===== src/include/stbw_pkg.sv =====
// constants for the system timebase and watchdog block
// assumes an sfr-style 8-bit register port with direct address decode
package stbw_pkg;
	localparam logic [7:0] SEC_INT_ADDR = 8'hf9;
	localparam logic [7:0] MS_INT_ADDR = 8'hfa;
	localparam logic [7:0] US_DIV_ADDR = 8'hfb;
	localparam logic [7:0] MS_DIV_LOW_ADDR = 8'hfc;
	localparam logic [7:0] MS_DIV_HIGH_ADDR = 8'hfd;
	localparam logic [7:0] TENTH_SEC_ADDR = 8'hfe;
	localparam logic [7:0] WD_CTRL_ADDR = 8'hff;
	localparam logic [6:0] SEC_INT_RESET = 7'h7f;
	localparam logic [6:0] MS_INT_RESET = 7'h7f;
	localparam logic [5:0] US_DIV_RESET = 6'h03;
	localparam logic [7:0] MS_DIV_LOW_RESET = 8'h9f;
	localparam logic [7:0] MS_DIV_HIGH_RESET = 8'h0f;
	localparam logic [7:0] TENTH_SEC_RESET = 8'h63;
	localparam logic [7:0] WD_CTRL_RESET = 8'h00;
	localparam int LOAD_NOW_BIT = 7;
	localparam int WD_ARM_BIT = 7;
	localparam int WD_DISARM_BIT = 6;
	localparam int WD_RESTART_BIT = 5;
	localparam int WD_COUNT_MSB = 4;
	localparam int IVL_MSB = 6;
	localparam int US_MSB = 5;
endpackage


===== src/hdl/stbw_divider.sv =====
// reloadable up-counter divider: pulses once every (div+1) enabled ticks
// assumes div_in is stable or changes only between periods
`timescale 1ns/1ps
module stbw_divider #(
	parameter int WIDTH = 8
) (
	input wire logic ref_clk_in,
	input wire logic resetn_in,
	input wire logic ce_in,
	input wire logic run_in,
	input wire logic tick_in,
	input wire logic [WIDTH-1:0] div_in,
	output logic pulse_out
);
	initial begin
		if (WIDTH < 1 || WIDTH > 16) $error("stbw_divider width out of range");
	end
	logic [WIDTH-1:0] cnt_reg;
	always_ff @(posedge ref_clk_in or negedge resetn_in) begin
		if (!resetn_in) begin
			cnt_reg <= '0;
			pulse_out <= 1'b0;
		end else if (ce_in) begin
			pulse_out <= 1'b0;
			if (!run_in) begin
				cnt_reg <= '0;
			end else if (tick_in) begin
				if (cnt_reg >= div_in) begin
					cnt_reg <= '0;
					pulse_out <= 1'b1;
				end else begin
					cnt_reg <= cnt_reg + 1'b1;
				end
			end
		end
	end
endmodule


===== src/hdl/stbw_interval.sv =====
// interval timer: raises a sticky flag every (1+count) input ticks
// assumes one write strobe per cycle from the register port
`timescale 1ns/1ps
module stbw_interval (
	input wire logic ref_clk_in,
	input wire logic resetn_in,
	input wire logic ce_in,
	input wire logic run_in,
	input wire logic tick_in,
	input wire logic wr_in,
	input wire logic [7:0] wdata_in,
	input wire logic rd_in,
	output logic [6:0] count_out,
	output logic flag_out
);
	logic [6:0] cnt_reg;
	logic pend_reg;
	logic expire;
	assign expire = run_in && tick_in && (cnt_reg >= count_out);
	// reload value
	always_ff @(posedge ref_clk_in or negedge resetn_in) begin
		if (!resetn_in) begin
			count_out <= stbw_pkg::SEC_INT_RESET;
			pend_reg <= 1'b0;
		end else if (ce_in) begin
			if (wr_in && !wdata_in[stbw_pkg::LOAD_NOW_BIT]) begin
				pend_reg <= 1'b1;
			end else if (expire) begin
				pend_reg <= 1'b0;
			end
			if (wr_in) begin
				count_out <= wdata_in[stbw_pkg::IVL_MSB:0];
			end
		end
	end
	// running count; a delayed write keeps the old terminal until expiry
	logic [6:0] term_reg;
	always_ff @(posedge ref_clk_in or negedge resetn_in) begin
		if (!resetn_in) begin
			cnt_reg <= '0;
			term_reg <= stbw_pkg::SEC_INT_RESET;
		end else if (ce_in) begin
			if (wr_in && wdata_in[stbw_pkg::LOAD_NOW_BIT]) begin
				cnt_reg <= '0;
				term_reg <= wdata_in[stbw_pkg::IVL_MSB:0];
			end else if (!run_in) begin
				cnt_reg <= '0;
			end else if (tick_in) begin
				if (cnt_reg >= term_reg) begin
					cnt_reg <= '0;
					term_reg <= count_out;
				end else begin
					cnt_reg <= cnt_reg + 1'b1;
				end
			end
		end
	end
	// flag: set wins over read clear
	always_ff @(posedge ref_clk_in or negedge resetn_in) begin
		if (!resetn_in) begin
			flag_out <= 1'b0;
		end else if (ce_in) begin
			if (run_in && tick_in && cnt_reg >= term_reg) begin
				flag_out <= 1'b1;
			end else if (rd_in) begin
				flag_out <= 1'b0;
			end
		end
	end
endmodule


===== src/hdl/stbw_timebase.sv =====
// system timebase: us, ms and 100 ms ticks, ms and seconds interrupts, watchdog
// assumes a cpu sfr port: one-cycle read/write strobes with an 8-bit address
//
// Functional notes
// RULE1 - ms tick period is (high*256 + low + 1) system clocks
// RULE2 - 100 ms tick is the ms tick divided by tenth divider plus one
// RULE3 - us tick is the system clock divided by six-bit field plus one
// RULE4 - us tick drives flash write timer, ms tick drives flash erase timer
// RULE5 - seconds interrupt every (1+count) 100 ms ticks
// RULE6 - reading seconds interval clears seconds interrupt; visible via aux enable
// RULE7 - ms interrupt every (1+count) ms ticks
// RULE8 - software clears ms interrupt by reading register and clearing aux flag
// RULE9 - bit 7 picks delayed or immediate load; reads as zero
// RULE10 - writing bit 7 one then zero arms the watchdog
// RULE11 - writing bit 6 one then zero disarms the watchdog
// RULE12 - writing bit 5 one then zero restarts watchdog from zero
// RULE13 - enabled watchdog expires after count+1 to count+2 tenth ticks
// RULE14 - expiry resets system if reset select set, else raises interrupt
// RULE15 - power-down bits hold counters idle; both set after reset
`timescale 1ns/1ps
module stbw_timebase (
	input wire logic ref_clk_in,
	input wire logic resetn_in,
	input wire logic ce_in,
	input wire logic [7:0] sfr_addr_in,
	input wire logic sfr_wr_in,
	input wire logic sfr_rd_in,
	input wire logic [7:0] sfr_wdata_in,
	input wire logic wd_power_down_in,
	input wire logic systimer_power_down_in,
	input wire logic wd_reset_select_in,
	input wire logic aux_irq_flag_clr_in,
	output logic [7:0] sfr_rdata_out,
	output logic us_tick_out,
	output logic ms_tick_out,
	output logic tenth_tick_out,
	output logic sec_irq_out,
	output logic ms_irq_out,
	output logic aux_irq_flag_out,
	output logic wd_irq_out,
	output logic wd_sys_reset_out,
	output logic wd_counting_out
);
	logic [5:0] us_divider_reg;
	logic [7:0] ms_div_low_reg;
	logic [7:0] ms_div_high_reg;
	logic [7:0] tenth_sec_divider_reg;
	logic [7:0] watchdog_control_reg;
	logic st_run;
	logic wd_run;
	logic us_pulse;
	logic ms_pulse;
	logic tenth_pulse;
	logic [6:0] sec_count;
	logic [6:0] ms_count;
	logic sec_flag;
	logic ms_flag;

	function automatic logic hit(input logic [7:0] a, input logic [7:0] want, input logic strobe);
		hit = strobe && (a == want);
	endfunction

	logic wr_sec, wr_ms, wr_wd, rd_sec, rd_ms;
	assign wr_sec = hit(sfr_addr_in, stbw_pkg::SEC_INT_ADDR, sfr_wr_in);
	assign wr_ms = hit(sfr_addr_in, stbw_pkg::MS_INT_ADDR, sfr_wr_in);
	assign wr_wd = hit(sfr_addr_in, stbw_pkg::WD_CTRL_ADDR, sfr_wr_in);
	assign rd_sec = hit(sfr_addr_in, stbw_pkg::SEC_INT_ADDR, sfr_rd_in);
	assign rd_ms = hit(sfr_addr_in, stbw_pkg::MS_INT_ADDR, sfr_rd_in);
	assign st_run = !systimer_power_down_in; // RULE15
	assign wd_run = !wd_power_down_in; // RULE15

	// divider registers
	always_ff @(posedge ref_clk_in or negedge resetn_in) begin
		if (!resetn_in) begin
			us_divider_reg <= stbw_pkg::US_DIV_RESET;
			ms_div_low_reg <= stbw_pkg::MS_DIV_LOW_RESET;
			ms_div_high_reg <= stbw_pkg::MS_DIV_HIGH_RESET;
			tenth_sec_divider_reg <= stbw_pkg::TENTH_SEC_RESET;
		end else if (ce_in && sfr_wr_in) begin
			case (sfr_addr_in)
				stbw_pkg::US_DIV_ADDR: us_divider_reg <= sfr_wdata_in[stbw_pkg::US_MSB:0];
				stbw_pkg::MS_DIV_LOW_ADDR: ms_div_low_reg <= sfr_wdata_in;
				stbw_pkg::MS_DIV_HIGH_ADDR: ms_div_high_reg <= sfr_wdata_in;
				stbw_pkg::TENTH_SEC_ADDR: tenth_sec_divider_reg <= sfr_wdata_in;
				default: ;
			endcase
		end
	end

	stbw_divider #(.WIDTH(6)) u_us_div ( // RULE3
		.ref_clk_in(ref_clk_in),
		.resetn_in(resetn_in),
		.ce_in(ce_in),
		.run_in(st_run),
		.tick_in(1'b1),
		.div_in(us_divider_reg),
		.pulse_out(us_pulse)
	);

	stbw_divider #(.WIDTH(16)) u_ms_div ( // RULE1
		.ref_clk_in(ref_clk_in),
		.resetn_in(resetn_in),
		.ce_in(ce_in),
		.run_in(st_run),
		.tick_in(1'b1),
		.div_in({ms_div_high_reg, ms_div_low_reg}),
		.pulse_out(ms_pulse)
	);

	// cascading keeps one divider chain; tenth tick lags ms tick by one cycle
	stbw_divider #(.WIDTH(8)) u_tenth_div ( // RULE2
		.ref_clk_in(ref_clk_in),
		.resetn_in(resetn_in),
		.ce_in(ce_in),
		.run_in(st_run),
		.tick_in(ms_pulse),
		.div_in(tenth_sec_divider_reg),
		.pulse_out(tenth_pulse)
	);

	stbw_interval u_sec ( // RULE5 RULE9
		.ref_clk_in(ref_clk_in),
		.resetn_in(resetn_in),
		.ce_in(ce_in),
		.run_in(st_run),
		.tick_in(tenth_pulse),
		.wr_in(wr_sec),
		.wdata_in(sfr_wdata_in),
		.rd_in(rd_sec), // RULE6
		.count_out(sec_count),
		.flag_out(sec_flag)
	);

	stbw_interval u_ms ( // RULE7 RULE9
		.ref_clk_in(ref_clk_in),
		.resetn_in(resetn_in),
		.ce_in(ce_in),
		.run_in(st_run),
		.tick_in(ms_pulse),
		.wr_in(wr_ms),
		.wdata_in(sfr_wdata_in),
		.rd_in(rd_ms),
		.count_out(ms_count),
		.flag_out(ms_flag)
	);

	// registered tick and interrupt outputs; us and ms ticks feed the flash timers
	always_ff @(posedge ref_clk_in or negedge resetn_in) begin
		if (!resetn_in) begin
			us_tick_out <= 1'b0;
			ms_tick_out <= 1'b0;
			tenth_tick_out <= 1'b0;
			sec_irq_out <= 1'b0;
			ms_irq_out <= 1'b0;
		end else if (ce_in) begin
			us_tick_out <= us_pulse; // RULE4
			ms_tick_out <= ms_pulse; // RULE4
			tenth_tick_out <= tenth_pulse;
			sec_irq_out <= sec_flag; // RULE6
			ms_irq_out <= ms_flag;
		end
	end

	// aux flag: set by either interval event, cleared by software; set wins
	always_ff @(posedge ref_clk_in or negedge resetn_in) begin
		if (!resetn_in) begin
			aux_irq_flag_out <= 1'b0;
		end else if (ce_in) begin
			if ((ms_flag && !ms_irq_out) || (sec_flag && !sec_irq_out)) begin
				aux_irq_flag_out <= 1'b1;
			end else if (aux_irq_flag_clr_in) begin
				aux_irq_flag_out <= 1'b0; // RULE8
			end
		end
	end

	// watchdog control register and one-then-zero sequence detection
	logic arm_seq, disarm_seq, restart_seq;
	assign arm_seq = wr_wd && watchdog_control_reg[stbw_pkg::WD_ARM_BIT] && !sfr_wdata_in[stbw_pkg::WD_ARM_BIT];
	assign disarm_seq = wr_wd && watchdog_control_reg[stbw_pkg::WD_DISARM_BIT]
		&& !sfr_wdata_in[stbw_pkg::WD_DISARM_BIT];
	assign restart_seq = wr_wd && watchdog_control_reg[stbw_pkg::WD_RESTART_BIT]
		&& !sfr_wdata_in[stbw_pkg::WD_RESTART_BIT];

	always_ff @(posedge ref_clk_in or negedge resetn_in) begin
		if (!resetn_in) begin
			watchdog_control_reg <= stbw_pkg::WD_CTRL_RESET;
		end else if (ce_in && wr_wd) begin
			watchdog_control_reg <= sfr_wdata_in;
		end
	end

	// a disarm in the same write as an arm wins, so software can always stop it
	always_ff @(posedge ref_clk_in or negedge resetn_in) begin
		if (!resetn_in) begin
			wd_counting_out <= 1'b0;
		end else if (ce_in) begin
			if (disarm_seq) begin
				wd_counting_out <= 1'b0; // RULE11
			end else if (arm_seq) begin
				wd_counting_out <= 1'b1; // RULE10
			end
		end
	end

	// counts tenth ticks; first tick lands anywhere in its period, hence one count of slack
	logic [5:0] wd_cnt_reg;
	logic wd_expire;
	assign wd_expire = wd_run && wd_counting_out && tenth_pulse && !restart_seq
		&& (wd_cnt_reg >= {1'b0, watchdog_control_reg[stbw_pkg::WD_COUNT_MSB:0]} + 6'd1);
	always_ff @(posedge ref_clk_in or negedge resetn_in) begin
		if (!resetn_in) begin
			wd_cnt_reg <= '0;
		end else if (ce_in) begin
			if (restart_seq || !wd_run || !wd_counting_out) begin
				wd_cnt_reg <= '0; // RULE12
			end else if (wd_expire) begin
				wd_cnt_reg <= '0;
			end else if (tenth_pulse) begin
				wd_cnt_reg <= wd_cnt_reg + 6'd1; // RULE13
			end
		end
	end

	// expiry outcome; irq is sticky until a restart or disarm sequence
	always_ff @(posedge ref_clk_in or negedge resetn_in) begin
		if (!resetn_in) begin
			wd_irq_out <= 1'b0;
			wd_sys_reset_out <= 1'b0;
		end else if (ce_in) begin
			wd_sys_reset_out <= wd_expire && wd_reset_select_in; // RULE14
			if (wd_expire && !wd_reset_select_in) begin
				wd_irq_out <= 1'b1; // RULE14
			end else if (restart_seq || disarm_seq) begin
				wd_irq_out <= 1'b0;
			end
		end
	end

	// read data; load-timing bit reads zero
	always_ff @(posedge ref_clk_in or negedge resetn_in) begin
		if (!resetn_in) begin
			sfr_rdata_out <= 8'h00;
		end else if (ce_in && sfr_rd_in) begin
			case (sfr_addr_in)
				stbw_pkg::SEC_INT_ADDR: sfr_rdata_out <= {1'b0, sec_count}; // RULE9
				stbw_pkg::MS_INT_ADDR: sfr_rdata_out <= {1'b0, ms_count};
				stbw_pkg::US_DIV_ADDR: sfr_rdata_out <= {2'b00, us_divider_reg};
				stbw_pkg::MS_DIV_LOW_ADDR: sfr_rdata_out <= ms_div_low_reg;
				stbw_pkg::MS_DIV_HIGH_ADDR: sfr_rdata_out <= ms_div_high_reg;
				stbw_pkg::TENTH_SEC_ADDR: sfr_rdata_out <= tenth_sec_divider_reg;
				stbw_pkg::WD_CTRL_ADDR: sfr_rdata_out <= watchdog_control_reg;
				default: sfr_rdata_out <= 8'h00;
			endcase
		end
	end
endmodule


===== config.mk =====
export PLATFORM = sky130hd
export DESIGN_NAME = stbw_timebase
export DESIGN_NICKNAME = d
export VERILOG_FILES = /design/src/include/stbw_pkg.sv /design/src/hdl/stbw_divider.sv /design/src/hdl/stbw_interval.sv /design/src/hdl/stbw_timebase.sv
export SDC_FILE = /design/constraint.sdc
export NUM_CORES = 1
export LEC_CHECK = 0
export ABC_AREA = 1
export BUFFER_PORTS_ARGS = -buffer_cell sky130_fd_sc_hd__buf_2
export CORE_MARGIN = 2
export CORE_UTILIZATION = 45
export DETAILED_ROUTE_END_ITERATION = 10
export GPL_ROUTABILITY_DRIVEN = 0
export PLACE_DENSITY = 0.63
export RECOVER_POWER = 50
export SYNTH_ARGS = -nofsm -noshare
export SYNTH_HDL_FRONTEND = slang
export SYNTH_SLANG_ARGS = --single-unit

===== constraint.sdc =====
create_clock -name ref_clk_in -period 3.7 [get_ports ref_clk_in]
set_input_delay 0.37 -clock ref_clk_in [delete_from_list [all_inputs] [get_ports ref_clk_in]]
set_output_delay 0.37 -clock ref_clk_in [all_outputs]
set_load 0.01 [all_outputs]

# Word-level counts from Yosys, hierarchy flattened
# Index checks and enable logic that the tools add are counted.
[totals] elab_cells=168 out_inout_bits=17 register_bits=138
[op_classes] muxes=44 eq_ne=9 reduce_logical=72 addsub=7 n_lt_le_gt_ge=6
[ops] op="$mux W7" count=16
[ops] op="$eq A8 B8 Y1 const B" count=7
[ops] op="$pmux W8 S7" count=1
[ops] op="$mux W16" count=2
[ops] op="$mux W6" count=5
[ops] op="$reduce_and A2 Y1" count=15
[ops] op="$logic_and A1 B1 Y1" count=28
[ops] op="$mux W8" count=3
[ops] op="$reduce_bool A2 Y1" count=10
[ops] op="$mux W1" count=17
[ops] op="$add A16 B1 Y16 const B" count=1
[ops] op="$ge A16 B16 Y1" count=1
[ops] op="$add A7 B1 Y7 const B" count=2
[ops] op="$ge A7 B7 Y1" count=2
[ops] op="$add A6 B1 Y6 const B" count=2
[ops] op="$ge A6 B6 Y1" count=2
[ops] op="$logic_not A1 Y1" count=10
[ops] op="$reduce_bool A3 Y1" count=3
[ops] op="$add A8 B1 Y8 const B" count=1
[ops] op="$ge A8 B8 Y1" count=1
[ops] op="$reduce_and A4 Y1" count=2
[ops] op="$add A5 B1 Y6 const B" count=1
[ops] op="$logic_or A1 B1 Y1" count=4
[ops] op="$ne A2 B1 Y1 const B" count=2

# Depth between registers and ports, before layout
# Gate-level depths: netlist (run 1).
[depth] ltp_word=10 mapped_depth=13 depth_no_buf=13

# Cells and area by module
# From an unflattened synthesis (run 1), not the netlist that was laid out.
[hier_totals] cells_unflattened=1178 area_unflattened_um2=8763.4
[by_module_without_submodules] mod="stbw_timebase" instances=1 cells_per_inst=424 area_per_inst_um2=3342.0
[by_module_without_submodules] mod="stbw_interval" instances=2 cells_per_inst=169 area_per_inst_um2=1296.2
[by_module_without_submodules] mod="stbw_divider at u_ms_div" instances=1 cells_per_inst=241 area_per_inst_um2=1564.0
[by_module_without_submodules] mod="stbw_divider at u_tenth_div" instances=1 cells_per_inst=97 area_per_inst_um2=698.2
[by_module_without_submodules] mod="stbw_divider at u_us_div" instances=1 cells_per_inst=78 area_per_inst_um2=566.8

# Least setup slack after synthesis (run 1)
# Ideal clock, no wire load.
[synth_timing] kind="register -> register" from="register ms_div_high_reg[3]" to="register u_ms_div.cnt_reg[6]" path_buffers=1 period_less_slack_ns=1.746 required_ns=3.622 path_slack_ns=1.954 path_stages_with_launch=9 arrival_time_ns=1.668 cell_sequence="dfstp_2 inv_1 ha_1 a21oi_1 o21ai_0 a21oi_1 nand2_1 buf_2 o21bai_1"
[synth_via] elab_chain_cells=3
[synth_lines] element="start, declared" line_no="stbw_timebase.sv:46" source="logic [7:0] ms_div_high_reg;"
[synth_lines] element="start signal, assigned" line_no="stbw_timebase.sv:77" source="ms_div_high_reg <= stbw_pkg::MS_DIV_HIGH_RESET;"
[synth_lines] element="start signal, assigned" line_no="stbw_timebase.sv:83" source="stbw_pkg::MS_DIV_HIGH_ADDR: ms_div_high_reg <= sfr_wdata_in;"
[synth_lines] element="$ge A16 B16 Y1" line_no="stbw_divider.sv:28" source="if (cnt_reg >= div_in) begin"
[synth_lines] element="$mux W16" line_no="stbw_divider.sv:28"
[synth_lines] element="$mux W16" line_no="stbw_divider.sv:25" source="if (!run_in) begin"
[synth_lines] element="end signal, assigned" line_no="stbw_divider.sv:32" source="cnt_reg <= cnt_reg + 1'b1;"
[synth_lines] element="end, declared" line_no="stbw_divider.sv:18" source="logic [WIDTH-1:0] cnt_reg;"
# No other way between the ends.
# A chain may end at the register's enable or synchronous reset.

==> impl_metrics.tcl, run 1 <==
set metrics [dict create \
    timing.reg2reg.setup_slack_ps 1610 \
    finalCriticalPeriod_ps 2430 \
    slew_violations 81 \
    max-cap-violations 1 \
    routed_wirelength_mm 21.5 \
    p_per_area_mw_per_mm2 392 \
    cp.arrival_ps 2780 \
    rows 50 \
    vias_per_cell 5.23 \
    cts_root_buf "clkbuf_16" \
    ant_nets 0 \
    grt_antenna_before_repair 0 \
    rr_worst_depth 7 \
    grtUsageTotal 0.229 \
    n_antenna_cell 0 \
    clock-sinks 138 \
    avgSynthCellArea_um2 7.63 \
    grt_pass1_wl_mm 35.6 \
    hold_viol_final 0 \
    synth_edf_count 0 \
    skew_ps 8.47 \
    fin_crit_sh 0.657 \
    nNetsFinal 1227 \
    start_util 0.455 \
    synth_fp_nets 1186 \
    endpoint_kind "flip-flop" \
    io_pins 42 \
    yosys_warnings 0 \
    violations "max-capacitance violations, max-slew violations" \
    async_reset_ff_frac 1.00 \
    r2r-start "ms_div_high_reg[1]" \
    synthCells 1104 \
    grt_max_degree 82 \
    drt_iter0_markers 451 \
    final.setup.tns_ps 0 \
    core_area_mm2 0.0185 \
    clock.fmax_mhz 411 \
    crit_path_end "u_us_div.cnt_reg[0]" \
    yosys_register_bits 138 \
    yosys-top-cells-count "324 x nand2_1, 137 x inv_1, 94 x dfrtp_1, 91 x nand3_1, 84 x nor2_1" \
    area.growth.synth_to_final_pct 11.8 \
    cts_resized 0 \
    max-vdd-ir-drop_v 0.000278 \
    cts_setup_buffers 0 \
    p_leak_nw 4.59 \
    hold_class "in -> reg" \
    fp.dieW_um 141 \
    drt-pass1-iter-count 6 \
    drc 0 \
    critPathRequiredTime_ps 4050 \
    yosys.cell_types.count 43 \
    cts-hold-fix-buffers 0 \
    largest_reg_flops 16 \
    worstSkewPairLatency_ps 430 \
    final_core_util 0.509 \
    status "finished with violations" \
    syn_area_mm2 0.00843 \
    ctsHtreeMaxLevel 4 \
    synth_top_area_cell "dfrtp_1" \
    synth.top_cells.by_area "dfrtp_1 28%, nand2_1 14%, dfstp_2 14%" \
    yosysSeqAreaShare 0.416 \
    die_height_um 141 \
    dieArea_mm2 0.0198 \
    clk_pin_slew_ps 60 \
    rsz0062_at_grt "no" \
    cp_max_fo 18 \
    start_kind "primary input" \
    setup_viol 0 \
    ys.flop_type "dfrtp_1" \
    grt_overflow 0 \
    reg2reg_to "u_ms_div.cnt_reg[4]" \
    slew_headroom -0.376 \
    drive_gt1_frac 0.132 \
    crit_path_start "ce_in" \
    port-buffer-count 41 \
    first_global_vias 6941 \
    yosysTopAreaCellShare 0.279 \
    tightest_slew_ps 2060 \
    vias 7282 \
    cts_tree "yes" \
    synthMostInstantiatedCell "nand2_1" \
    hpwlAfterDp_mm 15.7 \
    crit_type "in -> reg" \
    numCtsBuffers 17 \
    wl_per_cell_um 15.5 \
    cts_buffer_depth 2 \
]
-- kinds of logic (layout without fill, tap and decap cells) --
kind of cell	count (synthesis)	after routing	share of synthesized area
simple gates	567	567	0.298
buf+inv	166	220	0.0799
compound gates	160	160	0.105
flops	138	138	0.416
fa+ha+maj	57	57	0.0846
xor+xnor	16	16	0.0166
-- worst max-delay path, stage by stage --
cell and delay (ps):
clkbuf_1 550, inv_1 500, nor2_2 810, inv_1 220, nor2_1 200, nand2_1 60, o21ai_0 70
-- area by class of cell --
class,count,area [um^2]
Clock buffer,22,454
Clock inverter,10,144
Fill cell,1806,9100
Inverter,145,544
Multi-Input combinational cell,800,4250
Sequential cell,138,3510
Tap cell,234,293
Timing Repair Buffer,43,229
-- report_power, final --
group | leakage [nW] | internal (mW) | switching [mW] | total, mW
Sequential | 1.72 | 1.57 | 0.0396 | 1.61
Combinational | 2.59 | 0.0944 | 0.241 | 0.335
Clock | 0.281 | 1.08 | 0.669 | 1.75
-- routing by layer --
layer / track usage / vias up / part of all wire
li1: - / 3654 / -
met1: 0.312 / 3428 / 0.47
met2: 0.368 / 159 / 0.47
met3: 0.0343 / 41 / 0.040
met4: 0.0900 / 0 / 0.029
met5: 0 / - / 0
-- metrics by stage --
| step | power (mW) | std cells | instance area, um^2 | hold WS [ps] | setup slack (ps) |
|---|---|---|---|---|---|
| 2_1_floorplan | 1.83 | 1104 | 8430 | 74.4 | 1950 |
| 3_3_place_gp | 1.97 | 1360 | 8830 | 458 | 1520 |
| 6_report | 3.69 | 1392 | 9420 | 176 | 1270 |
| 4_1_cts | 3.73 | 1392 | 9430 | 20.7 | 1590 |
| 5_1_grt | 3.84 | 1392 | 9420 | 186 | 1090 |
| 3_5_place_dp | 1.97 | 1360 | 8830 | 459 | 1490 |
-- placed cells by master (no fill, tap or decap), drive strengths merged, types with 4 or more instances in the layout --
master / n
dfstp: 44
clkbuf: 26
ha: 57
nand4: 27
nand3: 95
nand2: 336
dfrtp: 94
inv: 145
or2: 6
nor2: 93
xor2: 13
o22ai: 6
o21bai: 15
nor3: 5
o21ai: 100
buf: 39
clkinv: 4
a21oi: 28
-- how the worst min path moves through the flow --
stage | from | endpoint | slack, ps | cells after the start
after global routing | sfr_wdata_in[2] | watchdog_control_reg[2] | 190 | 3
after CTS | resetn_in | u_sec.cnt_reg[0] | 20 | 1
final | sfr_wdata_in[2] | watchdog_control_reg[2] | 180 | 3
after floorplan | resetn_in | aux_irq_flag_out | 70 | 0
after detailed placement | u_sec.term_reg[2] | u_sec.term_reg[2] | 460 | 2
after global placement | u_sec.term_reg[6] | u_sec.term_reg[6] | 460 | 2
Note: power is estimated with default switching activity, not from simulation.
==> inputs of run 2 (changes only) <==
Settings changed: PLACE_DENSITY 0.63 to 0.65.
Clock period 3.7 ns to 2.2 ns, I/O delays scaled along.
==> run 2 against run 1 <==
Net effect: the flow now finishes without violations; non-clock buffer count is 14 higher; sequential share of layout area is 0.24 points lower; routed wire length is 1.2% higher; total power rose by 64%; sequential cell count is the same; worst hold slack got worse by 140 ps; clock power grew 57%; first-iteration DRC count grew 0.44%; core utilization rose by 0.32 points; combinational power rose by 76%; sequential power is 68% higher; critical endpoint is now u_ms.cnt_reg[5]; largest cell class unchanged; largest power group unchanged; highest routed layer unchanged.
==> impl_metrics.tcl, run 2 (same netlist as run 1, synthesis figures left out) <==
set metrics [dict create \
    vias_per_cell 5.17 \
    cts_buffer_depth 2 \
    final_area_mm2 0.00948 \
    grt_pass1_wl_mm 35.5 \
    n_antenna_cell 0 \
    skew_ps 9.30 \
    final.setup.tns_ps 0 \
    p_leak_nw 4.63 \
    hold_viol_final 0 \
    slew_headroom 0.0341 \
    rsz0062_at_grt "no" \
    cp.arrival_ps 2320 \
    endpoint_kind "flip-flop" \
    grt_max_degree 55 \
    dpl_cell_area_mm2 0.00894 \
    vias 7268 \
    preCtsSetupSlack_ps 193 \
    drc 0 \
    ant_nets 0 \
    dieArea_mm2 0.0198 \
    status "complete, no violations" \
    fin_crit_sh 0.901 \
    whs_path_depth 3 \
    nNetsFinal 1241 \
    max-cap-violations 0 \
    slew_violations 0 \
    tightest_slew_ps 1450 \
    cts_root_buf "clkbuf_16" \
    largest_reg_flops 16 \
    worstSkewPairLatency_ps 430 \
    cp_max_fo 6 \
    clock.fmax_mhz 505 \
    clock-sinks 138 \
    worst_slack_ps 218 \
    hold_ws_ps 35.8 \
    start_kind "flip-flop" \
    max-vdd-ir-drop_v 0.000491 \
    timing.reg2reg.setup_slack_ps 220 \
    finalCriticalPeriod_ps 1980 \
    final_core_util 0.512 \
    grt_antenna_before_repair 0 \
    area.growth.synth_to_final_pct 12.5 \
    rr_worst_depth 9 \
    grtUsageTotal 0.228 \
    hpwlAfterDp_mm 16.0 \
    grt_overflow 0 \
    drt_iter0_markers 453 \
    ctsHtreeMaxLevel 4 \
    port-buffer-count 41 \
    hold_class "in -> reg" \
    io_pins 42 \
    die_height_um 141 \
    crit_type "reg -> reg" \
    final_cell_mix "327 x nand2_1, 139 x inv_1, 94 x dfrtp_1" \
    drive_gt1_frac 0.143 \
    setup_viol 0 \
    wl_per_cell_um 15.5 \
    critPathRequiredTime_ps 2540 \
    cts_tree "yes" \
    drt-pass1-iter-count 7 \
    fill_cells 1794 \
    routed_wirelength_mm 21.8 \
    core_area_mm2 0.0185 \
    start_util 0.455 \
    clk_pin_slew_ps 60 \
    fp.dieW_um 141 \
    layout_commonest_cell "nand2_1" \
    numCtsBuffers 17 \
    rows 50 \
    first_global_vias 6848 \
    p_per_area_mw_per_mm2 637 \
]
run 2: routing by layer:
layer  part of all wire  track usage
met2               0.47        0.374
met4              0.012       0.0589
met5                  0            0
met3              0.050       0.0445
met1               0.47        0.312
run 2: what timing repair did:
| action | 4_1_cts | 5_1_grt |
|---|---|---|
| buffers inserted | 0 | 0 |
| hold buffers | 1 | 0 |
| resized for setup | 0 | 0 |
| hold endpoints to repair | 31 | 0 |
| endpoints found under the setup margin | 0 | 0 |
run 2: final timing paths:
path / from / end
max: u_ms.term_reg[6] / u_ms.cnt_reg[5]
max in group asynchronous: resetn_in / u_sec.count_out[6]
min reg2reg: u_sec.term_reg[6] / u_sec.term_reg[6]
min in group asynchronous: resetn_in / sfr_rdata_out[4]
max reg2reg: u_ms.term_reg[6] / u_ms.cnt_reg[5]
min: sfr_wdata_in[3] / watchdog_control_reg[3]
run 2: final cells by class:
| cell class | count | area (um^2) | area share |
|---|---|---|---|
| Clock buffer | 18 | 439 | 0.0463 |
| Clock inverter | 14 | 125 | 0.0132 |
| Inverter | 145 | 544 | 0.0574 |
| Multi-Input combinational cell | 800 | 4220 | 0.446 |
| Sequential cell | 138 | 3510 | 0.370 |
| Tap cell | 234 | 293 | 0.0309 |
| Timing Repair Buffer | 57 | 344 | 0.0363 |
run 2: per-stage QoR:
step / power, mW / instances
after floorplan: 3.08 / 1104
after global placement: 3.33 / 1373
after detailed placement: 3.34 / 1373
after CTS: 6.09 / 1406
after global routing: 6.29 / 1406
final: 6.04 / 1406
run 2: worst max-delay path, stage by stage (launching register included):
cell,delay [ps]
dfstp_2,530
inv_1,40
ha_1,290
nand2_1,90
inv_1,50
a21oi_1,130
nand3_1,150
nor2_1,380
nand3_1,120
o21ai_0,110
run 2: power by group:
| part | leakage (nW) | switching, mW | internal [mW] | total [mW] |
|---|---|---|---|---|
| clock | 0.260 | 1.16 | 1.58 | 2.75 |
| combinational | 2.65 | 0.410 | 0.180 | 0.590 |
| sequential | 1.72 | 0.0647 | 2.63 | 2.70 |
